$ cat config.mk
export PLATFORM = sky130hd
export DESIGN_NAME = dac_front_end_flat
export DESIGN_NICKNAME = d
export VERILOG_FILES = /design/src/core/sample_link_pkg.sv /design/src/core/sample_link_if.sv /design/src/core/dac_front_end.sv /design/src/flat_wrapper.sv
export VERILOG_INCLUDE_DIRS = /design/src /design/src/core
export SDC_FILE = /design/constraint.sdc
export NUM_CORES = 1
export LEC_CHECK = 0
export BUFFER_PORTS_ARGS = -buffer_cell sky130_fd_sc_hd__buf_2
export CAP_MARGIN = 20
export CORE_ASPECT_RATIO = 1.75
export CORE_MARGIN = 3
export CORE_UTILIZATION = 55
export CTS_CLUSTER_DIAMETER = 40
export DETAILED_ROUTE_END_ITERATION = 6
export PLACE_DENSITY = 0.81
export SLEW_MARGIN = 20
export SYNTH_ARGS = -nofsm -noshare
export SYNTH_HDL_FRONTEND = slang
export SYNTH_SLANG_ARGS = --single-unit
$ cat constraint.sdc
create_clock -name clk_sys -period 4.9 [get_ports clk_sys]
set_input_delay 0.735 -clock clk_sys [delete_from_list [all_inputs] [get_ports clk_sys]]
set_output_delay 0.735 -clock clk_sys [all_outputs]
set_load 0.02 [all_outputs]
$ cat src/core/sample_link_defs.svh
// Constants shared by the sample source and the converter front end
`ifndef SAMPLE_LINK_DEFS_SVH
`define SAMPLE_LINK_DEFS_SVH
`define SAMPLE_WIDTH 10
`define SAMPLE_MSB 9
`define FMT_BINARY 1'h0
`define FMT_TWOS 1'h1
`define CODE_FULL 10'h3FF
`define CODE_ZERO 10'h000
`define FULL_SCALE_DIV 1024
`define CLK_PERIOD_NS 40
`define MAX_RATE_MSPS 100
`define MAX_RATE_LOW_SUPPLY_MSPS 67
`define WAKE_TIME_MS 3
`define WAKE_CYCLES ((`WAKE_TIME_MS * 1000000 + `CLK_PERIOD_NS - 1) / `CLK_PERIOD_NS)
`define FIFO_DEPTH 4
`endif

$ cat src/core/sample_link_pkg.sv
// Types for the sample link: sample_t for both ends, src_state_t for the source only
package sample_link_pkg;
    typedef logic [9:0] sample_t;
    typedef enum logic [1:0] {
        SRC_AWAKE = 2'b00,
        SRC_WAKING = 2'b01,
        SRC_ASLEEP = 2'b10
    } src_state_t;
endpackage

$ cat src/core/sample_link_if.sv
// Parallel sample link between the sample source and the converter
`timescale 1ns/1ps
`default_nettype none
interface sample_link_if;
    sample_link_pkg::sample_t sample_input_bits;
    logic format_select;
    logic sleep_req;
    modport source (output sample_input_bits, output format_select, output sleep_req);
    modport converter (input sample_input_bits, input format_select, input sleep_req);
endinterface // sample_link_if
`default_nettype wire

$ cat src/core/dac_front_end.sv
// Converter front end: captures samples, formats, and models output currents
`timescale 1ns/1ps
`default_nettype none
`include "sample_link_defs.svh"
// Overview of operation
// - Capture sample word on every rising edge
// - code_out follows capture by one clock, both currents by two
// - Strap pin selects binary or twos complement
// - Twos complement: invert only the MSB
// - All ones to positive, zeros to complementary
// - Currents proportional to code and 1023-code
// - Source clock duty cycle is free
// - Source update rate stays within limits
// - Source never asserts sleep with external amplifier
// - Sleep high powers down, open means awake
// - Source waits wake time after sleep release
module dac_front_end #(
    parameter int FS_WIDTH = 16
) (
    input wire logic clk_sys,
    input wire logic reset,
    input wire logic [FS_WIDTH-1:0] full_scale_current,
    output logic [`SAMPLE_MSB:0] code_out,
    output logic [FS_WIDTH-1:0] positive_current_output,
    output logic [FS_WIDTH-1:0] complementary_current_output,
    output logic powered_down,
    sample_link_if.converter link
);
    // -----------------------------------------------------------------
    // Storage and pipeline taps
    // -----------------------------------------------------------------
    // Pipeline, counted in rising edges after the link word changes:
    //   edge 1  the raw word sits in the capture flops
    //   edge 2  the unsigned code sits in code_r and on code_out
    //   edge 3  both current outputs follow that code
    // The format pin passes a two-stage chain where the data passes one register,
    // so it reaches code_r one edge later; the sleep chain matches the two data registers ahead of the current gate.
    // A format strap changed on the fly therefore decodes one word with the
    // old setting; the strap is meant to be static.
    localparam int N_PINS = 2;
    localparam int PIN_FMT = 0;
    localparam int PIN_SLEEP = 1;
    localparam int PW = FS_WIDTH + `SAMPLE_WIDTH;
    localparam logic [`SAMPLE_MSB:0] CAP_RESET = `CODE_ZERO;

    logic [N_PINS-1:0] pin_raw;
    logic [N_PINS-1:0] pin_sync;
    logic fmt_sync;
    logic sleep_sync;

    logic [`SAMPLE_MSB:0] cap_word;
    logic [`SAMPLE_MSB:0] code_r;
    logic [`SAMPLE_MSB:0] code_nxt;
    logic [`SAMPLE_MSB:0] comp_code;

    logic [FS_WIDTH-1:0] pos_scaled;
    logic [FS_WIDTH-1:0] pos_r;
    logic [FS_WIDTH-1:0] pos_nxt;

    logic [FS_WIDTH-1:0] neg_scaled;
    logic [FS_WIDTH-1:0] neg_r;
    logic [FS_WIDTH-1:0] neg_nxt;
    logic pd_r;

    // -----------------------------------------------------------------
    // Decoding helpers
    // -----------------------------------------------------------------
    // Unknown pin level reads as low, standing in for the pulldown
    function automatic logic pin_level(input logic v);
        pin_level = (v === 1'b1);
    endfunction

    // Twos complement becomes the unsigned code by flipping the top bit alone
    function automatic logic [`SAMPLE_MSB:0] to_code(input logic [`SAMPLE_MSB:0] s,
                                                     input logic twos);
        to_code = s;
        if (twos == `FMT_TWOS) begin
            to_code[`SAMPLE_MSB] = ~s[`SAMPLE_MSB];
        end
    endfunction

    // Floor of fs * code / 1024: the lost fraction is below one unit of fs
    function automatic logic [FS_WIDTH-1:0] scale_current(input logic [FS_WIDTH-1:0] fs,
                                                          input logic [`SAMPLE_MSB:0] code);
        logic [PW-1:0] prod;
        prod = PW'(fs) * PW'(code);
        scale_current = prod[PW-1:`SAMPLE_WIDTH];
    endfunction

    // Forces a current to zero while the converter is powered down
    function automatic logic [FS_WIDTH-1:0] gate_current(input logic [FS_WIDTH-1:0] i,
                                                         input logic off);
        if (off) begin
            gate_current = '0;
        end else begin
            gate_current = i;
        end
    endfunction

    // -----------------------------------------------------------------
    // Pin synchronisers
    // -----------------------------------------------------------------
    // Pins pass the pulldown model before they are synchronised
    assign pin_raw[PIN_FMT] = pin_level(link.format_select);
    assign pin_raw[PIN_SLEEP] = pin_level(link.sleep_req);

    // Only the second stage of each chain is read by the logic below
    for (genvar g = 0; g < N_PINS; g++) begin : g_sync
        logic s1_r;
        logic s2_r;

        always_ff @(posedge clk_sys or posedge reset) begin
            if (reset) begin
                s1_r <= 1'b0;
            end else begin
                s1_r <= pin_raw[g];
            end
        end

        always_ff @(posedge clk_sys or posedge reset) begin
            if (reset) begin
                s2_r <= 1'b0;
            end else begin
                s2_r <= s1_r;
            end
        end

        assign pin_sync[g] = s2_r;
    end

    assign fmt_sync = pin_sync[PIN_FMT];
    assign sleep_sync = pin_sync[PIN_SLEEP];

    // -----------------------------------------------------------------
    // Capture and format
    // -----------------------------------------------------------------
    // Data shares the sample clock, so each line is captured directly
    for (genvar b = 0; b < `SAMPLE_WIDTH; b++) begin : g_cap
        logic bit_r;

        always_ff @(posedge clk_sys or posedge reset) begin
            if (reset) begin
                bit_r <= CAP_RESET[b];
            end else begin
                bit_r <= link.sample_input_bits[b];
            end
        end

        assign cap_word[b] = bit_r;
    end

    assign code_nxt = to_code(cap_word, fmt_sync);

    // Same single stage for both formats keeps latency equal
    always_ff @(posedge clk_sys or posedge reset) begin
        if (reset) begin
            code_r <= `CODE_ZERO;
        end else begin
            code_r <= code_nxt;
        end
    end

    // -----------------------------------------------------------------
    // Output current model
    // -----------------------------------------------------------------
    // Complement never underflows: code_r is at most the all-ones code
    assign comp_code = `CODE_FULL - code_r;
    assign pos_scaled = scale_current(full_scale_current, code_r);
    assign neg_scaled = scale_current(full_scale_current, comp_code);
    // Sleep gates both currents; the code path keeps running so no word is lost
    assign pos_nxt = gate_current(pos_scaled, sleep_sync);
    assign neg_nxt = gate_current(neg_scaled, sleep_sync);

    always_ff @(posedge clk_sys or posedge reset) begin
        if (reset) begin
            pos_r <= '0;
        end else begin
            pos_r <= pos_nxt;
        end
    end

    always_ff @(posedge clk_sys or posedge reset) begin
        if (reset) begin
            neg_r <= '0;
        end else begin
            neg_r <= neg_nxt;
        end
    end

    // Flag follows the same synchronised level that gates the currents
    always_ff @(posedge clk_sys or posedge reset) begin
        if (reset) begin
            pd_r <= 1'b0;
        end else begin
            pd_r <= sleep_sync;
        end
    end

    // -----------------------------------------------------------------
    // Outputs, each straight from a register
    // -----------------------------------------------------------------
    assign code_out = code_r;
    assign positive_current_output = pos_r;
    assign complementary_current_output = neg_r;
    assign powered_down = pd_r;
endmodule // dac_front_end
`default_nettype wire

$ cat src/flat_wrapper.sv
// flat-port wrapper written by rule: the top's interface ports become plain ports
module dac_front_end_flat 
#(
    parameter int FS_WIDTH = 16
)
  (clk_sys, reset, full_scale_current, code_out, positive_current_output, complementary_current_output, powered_down, link_sample_input_bits, link_format_select, link_sleep_req);
  sample_link_if link_i ();
  input wire logic clk_sys;
  input wire logic reset;
  input wire logic [FS_WIDTH-1:0] full_scale_current;
  output logic [`SAMPLE_MSB:0] code_out;
  output logic [FS_WIDTH-1:0] positive_current_output;
  output logic [FS_WIDTH-1:0] complementary_current_output;
  output logic powered_down;
  input wire logic [$bits(link_i.sample_input_bits)-1:0] link_sample_input_bits;
  input wire logic [$bits(link_i.format_select)-1:0] link_format_select;
  input wire logic [$bits(link_i.sleep_req)-1:0] link_sleep_req;
  assign link_i.sample_input_bits = link_sample_input_bits;
  assign link_i.format_select = link_format_select;
  assign link_i.sleep_req = link_sleep_req;
  dac_front_end #(.FS_WIDTH(FS_WIDTH)) u_core (.clk_sys(clk_sys), .reset(reset), .full_scale_current(full_scale_current), .code_out(code_out), .positive_current_output(positive_current_output), .complementary_current_output(complementary_current_output), .powered_down(powered_down), .link(link_i));
endmodule
After elaboration in Yosys (flattened, before gate mapping)
Index checks and enable logic that the tools add are counted.
{"block": "totals", "reg_bits": 57, "in_bits": 30, "out_inout_bits": 43, "word_cells": 27}
{"block": "op_classes", "add_sub_neg": 1, "mul": 2, "n_eq_ne": 2, "muxes": 3, "bitwise_logic": 1}
{"operator": "$mul 16x10->26", "n": 2}
{"operator": "$mux 16", "n": 2}
{"operator": "$sub 10x10->10 const A", "n": 1}
{"operator": "$eqx 1x1->1 const B", "n": 2}
{"operator": "$mux 1", "n": 1}
{"operator": "$not 1->1", "n": 1}

Logic depth before layout (Yosys ltp)
{"block": "depth", "ltp_word": 3, "depth_mapped": 21, "depth_no_buf": 19}

Least setup slack after synthesis
Ideal clock, no wire load.
{"block": "synth_timing", "kind": "reg-to-reg", "start": "register u_core.code_r[1], in the netlist u_core.code_out[1]", "end": "register u_core.pos_r[14], in the netlist u_core.positive_current_output[14]", "arrival_ns": 5.300, "required_time_ns": 4.775, "setup_slack_ns": -0.525, "stages_incl_launch_ff": 21, "n_path_buf": 3, "synth_period_minus_slack_ns": 5.425, "cell_sequence": "dfrtp_1 -> clkbuf_1 -> clkbuf_1 -> nand2_1 -> fa_1 -> inv_1 -> fa_1 -> fa_1 -> fa_1 -> inv_1 -> fa_1 -> inv_1 -> ha_1 -> buf_6 -> a21o_1 -> a21o_1 -> a21o_1 -> a21oi_1 -> o21ai_0 -> a21oi_1 -> mux2_2"}
{"block": "synth_between", "elab_chain_cells": 2}
{"element": "start: declaration", "line": "dac_front_end.sv:52", "source": "logic [`SAMPLE_MSB:0] code_r;"}
{"element": "start signal: assignment", "line": "dac_front_end.sv:157", "source": "code_r <= `CODE_ZERO;"}
{"element": "start signal: assignment", "line": "dac_front_end.sv:159", "source": "code_r <= code_nxt;"}
{"element": "$mul 16x10->26", "line": "dac_front_end.sv:86", "source": "prod = PW'(fs) * PW'(code);"}
{"element": "$mux 16", "line": "dac_front_end.sv:93", "source": "if (off) begin"}
{"element": "named net u_core.pos_nxt[14]", "line": "dac_front_end.sv:58", "source": "logic [FS_WIDTH-1:0] pos_nxt;"}
{"element": "end signal: assignment", "line": "dac_front_end.sv:178", "source": "pos_r <= pos_nxt;"}
{"element": "end: declaration", "line": "dac_front_end.sv:57", "source": "logic [FS_WIDTH-1:0] pos_r;"}
The timed path passes the listed nets, and every way through them passes these cells.

Worst setup path after layout
{"block": "layout_timing", "start": "input full_scale_current[13]", "end": "register u_core.neg_r[14], in the netlist u_core.complementary_current_output[14]"}
{"block": "layout_between", "elab_chain_cells": 2}
{"element": "start: declaration", "line": "flat_wrapper.sv:10", "source": "input wire logic [FS_WIDTH-1:0] full_scale_current;"}
{"element": "$mul 16x10->26", "line": "dac_front_end.sv:86"}
{"element": "$mux 16", "line": "dac_front_end.sv:93"}
{"element": "named net u_core.neg_nxt[14]", "line": "dac_front_end.sv:62", "source": "logic [FS_WIDTH-1:0] neg_nxt;"}
{"element": "end signal: assignment", "line": "dac_front_end.sv:186", "source": "neg_r <= neg_nxt;"}
{"element": "end: declaration", "line": "dac_front_end.sv:61", "source": "logic [FS_WIDTH-1:0] neg_r;"}
The timed path passes the listed nets, and every way through them passes these cells.

==> reports/summary.md <==
## CTS
• **hold buffers post-CTS** 0
• **clock latency on the worst-skew pair** 370 ps
• **deepest level of the CTS H-tree** 3
• **clock buffers created by TritonCTS** 9
• **maximum buffer depth of the clock tree** 2
• **number of sinks on the clock net** 57
• **TritonCTS clock tree** built
• **cell at the root of the clock tree** clkbuf_16
• **register clock-pin slew on the reported worst setup and hold paths** 50 ps

## Global route
• **wire length of the first global-routing pass** 54.7 mm
• **met1 routing resource usage after global routing** 31.9%
• **total global routing overflow** 0
• **GR Layer Usage met3** 5.27%
• **Global Route met2 Usage** 56.0%
• **overall global routing resource usage** 30.7%
• **most congested layer reported by global routing** met2
• **number of antenna violations at the first check in global routing** 0
• **pin count of the biggest net entering global routing** 58
• **via count of the first global-routing pass** 11200

## Timing
• **Max Slew Vio Count** 0
• **hold_ws** 348 ps
• **final critical-path setup slack** -375 ps
• **slew at the pin with the worst max-slew slack** 974 ps
• **fin crit share** 108%
• **min cycle time layout** 5270 ps
• **Max Freq** 0.190 GHz
• **Hold Violations, Final** 0
• **relative slew slack** 35.1%
• **Final Skew** 22.9 ps
• **RSZ-0062 raised after global routing** yes
• **final setup violation count** 30

## Cells and area
• **diodes inserted** 0
• **# nets final** 1851
• **layout cell share with drive strength beyond 1** 35.7%
• **area added between synthesis and finish** 33.5%

## Setup path
• **launching point of the worst reg2reg path** u_core.code_out[1]$_DFF_PP0_
• **critical path's slowest cell** fa_2
• **origin of the worst setup path** full_scale_current[13]
• **crit-path most repeated cell** fa_1
• **CP bufs+invs** 5
• **biggest fanout along the worst timing path** 6
• **FF-to-FF setup slack** -340 ps
• **list of cells traversed by the critical path** clkbuf_4 > buf_12 > buf_4 > nor2b_1 > fa_1 > inv_1 > fa_1 > fa_1 > inv_1 > fa_2 > ha_4 > ha_4 > a21o_1 > a21o_1 > a221oi_2 > o21ai_2 > o31ai_2 > nor3b_2 > nor3_1
• **Reg-to-Reg End** u_core.complementary_current_output[14]$_DFF_PP0_
• **longest individual stage delay on the worst path** 570 ps
• **depth of the worst register-to-register path** 19
• **Req. time, crit path** 5110 ps
• **critical path type** in -> reg
• **kind of cell adding the most delay to the critical path** adder cells
• **nature of the critical path startpoint** input pin
• **Worst Path Arrival** 5480 ps
• **Critical Path Sink Type** flop

## Synthesis
• **top-area cell type share of the netlist area** 37.2%
• **count of synthesis-stage warnings from yosys** 0
• **top cells by area in the synthesized netlist** fa_1 (37%), ha_1 (13%), dfrtp_1 (12%)
• **prevailing post-synth register cell** dfrtp_1
• **library cell occupying the most area in the post-synthesis netlist** fa_1
• **Net Count, Synth** 1614
• **post-synthesis async set-or-reset flop share** 100%
• **cells after synthesis** 1248
• **synthesis-stage register bit count** 57
• **proportion of synthesized chip area in sequential cells** 12.1%
• **cell area after technology mapping** 11700 µm²
• **number of library cell types mapped by synthesis** 60
• **number of enable-type register cells in the synthesized netlist** 0
• **Post-Syn Area per Cell** 9.41 µm²

## Die
• **number of standard-cell rows in the floorplan** 70
• **Chip Width** 116 µm
• **DIE HEIGHT** 199 µm
• **# IOs** 73
• **Floorplan Core Area** 20900 µm²
• **die area** 23200 µm²
• **effective utilization at floorplan** 56.1%

## Route
• **routed wire length** 36.9 mm
• **via density per instance** 5.83
• **detailed-route DRC error count** 0
• **number of nets with antenna violations after routing** 0
• **Routed WL per cell** 21.2 µm
• **routed vias** 10153
• **TritonRoute pass-1 iters** 5
• **Initial DRC Count** 727

## Place
• **DPL Wire Length** 25.1 mm
• **final weighted congestion of routability-driven global placement** 0.953
• **quantity of I/O buffers inserted on ports** 72
• **pre-CTS setup slack** -650 ps

## Hold path
• **hold worst-path end** u_core.fmt_sync$_DFF_PP0_
• **Worst Hold Launch** u_core.g_sync[0].s1_r$_DFF_PP0_
• **Min-Delay Path Class** reg -> reg
• **cell depth of the worst min-delay path** 0

## Status
• **failing checks** negative setup slack
• **status** finished, violations left

## Flow run
• **Maximum Capacitance Violations** 0

-- worst max path at each step --
stage / to / slack [ps] / cells past startpoint
after floorplan: u_core.positive_current_output[14]$_DFF_PP0_ / -340 / 18
after global placement: u_core.positive_current_output[15]$_DFF_PP0_ / -600 / 19
after detailed placement: u_core.complementary_current_output[5]$_DFF_PP0_ / -650 / 19
after CTS: u_core.complementary_current_output[11]$_DFF_PP0_ / -250 / 18
after global routing: u_core.complementary_current_output[14]$_DFF_PP0_ / -540 / 19
final: u_core.complementary_current_output[14]$_DFF_PP0_ / -370 / 19
-- area by class of cell --
class / count / area, µm²
clock buffers: 12 / 256
clock inverters: 4 / 75.1
repair buffers: 295 / 2380
fillers: 1228 / 5250
flip-flops and latches: 57 / 1440
multi-input cells: 896 / 10400
well taps: 252 / 315
inverters: 226 / 848
-- worst register-to-register path, delay by kind of cell (launching register included) --
kind | cells | cell delay [ps]
adder cells (fa/ha/maj) | 6 | 2700
AO/OA/AOI/OAI | 4 | 850
flip-flops | 1 | 560
buffers and inverters | 5 | 500
AND/OR/NAND/NOR | 4 | 500
-- registers in the layout (all words and copies together), names as in the netlist --
signal / count
u_core.fmt_sync: 1
u_core.g_cap.bit_r: 10
u_core.g_sync.s2_r: 1
u_core.code_out: 10
u_core.powered_down: 1
u_core.g_sync.s1_r: 2
u_core.complementary_current_output: 16
u_core.positive_current_output: 16
-- cell families (layout without fill, tap and decap cells) --
kind of cell             Yosys count  count (layout)  share of synthesized area (%)
flip-flops                        57              57                           12.1
AO/OA/AOI/OAI                    119             119                           7.28
multiplexers                       3               3                          0.288
AND/OR/NAND/NOR                  420             420                           19.6
buffers and inverters            295             537                           9.60
XOR/XNOR                          18              18                           1.34
adder cells (fa/ha/maj)          336             336                           49.7
-- layout by cell type (no fill, tap or decap), types with 15 or more instances in the layout --
cell / instances
nand2_1: 77
dfrtp_1: 49
buf_2: 61
ha_1: 95
buf_6: 46
a21o_1: 24
inv_2: 23
nand2b_1: 76
ha_4: 23
nor2b_2: 15
nor2b_1: 63
inv_1: 203
fa_1: 199
fa_2: 19
buf_4: 173
nor2_1: 29
and2_1: 69
-- per-layer routing --
layer | wire (µm) | vias to the layer above
met3 | 2160 | 217
met4 | 2940 | 0
li1 | - | 4297
met2 | 19900 | 527
met5 | 0 | -
met1 | 11900 | 5112
-- synthesized netlist by cell type (all sizes together), types with 3 or more instances --
| cell type | number |
|---|---|
| a211oi | 6 |
| a21boi | 3 |
| a21o | 25 |
| a21oi | 30 |
| a31oi | 5 |
| and2 | 81 |
| and3 | 3 |
| clkbuf | 65 |
| dfrtp | 57 |
| fa | 218 |
| ha | 118 |
| inv | 226 |
| mux2 | 3 |
| nand2 | 92 |
| nand2b | 83 |
| nand3 | 12 |
| nand4 | 6 |
| nor2 | 32 |
| nor2b | 81 |
| nor3 | 16 |
| nor4 | 3 |
| o2111ai | 4 |
| o21a | 4 |
| o21ai | 21 |
| o21bai | 3 |
| o31ai | 3 |
| or3 | 3 |
| xnor2 | 11 |
| xor2 | 7 |
-- metrics by stage --
step / setup TNS [ps] / cell area, µm² / std cells / utilization, %
final: -6390 / 15700 / 1742 / 74.9
after global routing: -10370 / 15700 / 1742 / 74.9
after CTS: -4230 / 14900 / 1719 / 71.3
after detailed placement: -16360 / 13800 / 1676 / 65.8
after global placement: -14270 / 13800 / 1676 / 65.8
after floorplan: -2160 / 12200 / 1248 / -
-- repair_timing --
| item | CTS | global route |
|---|---|---|
| setup endpoints to repair | 31 | 31 |
| resized for setup | 137 | 150 |
| pin swaps | 79 | 100 |
| buffers inserted | 30 | 26 |
| cloned | 0 | 1 |
Power is not shown: default switching activity piles up to over one toggle a cycle in this logic, so the estimate is an artifact.
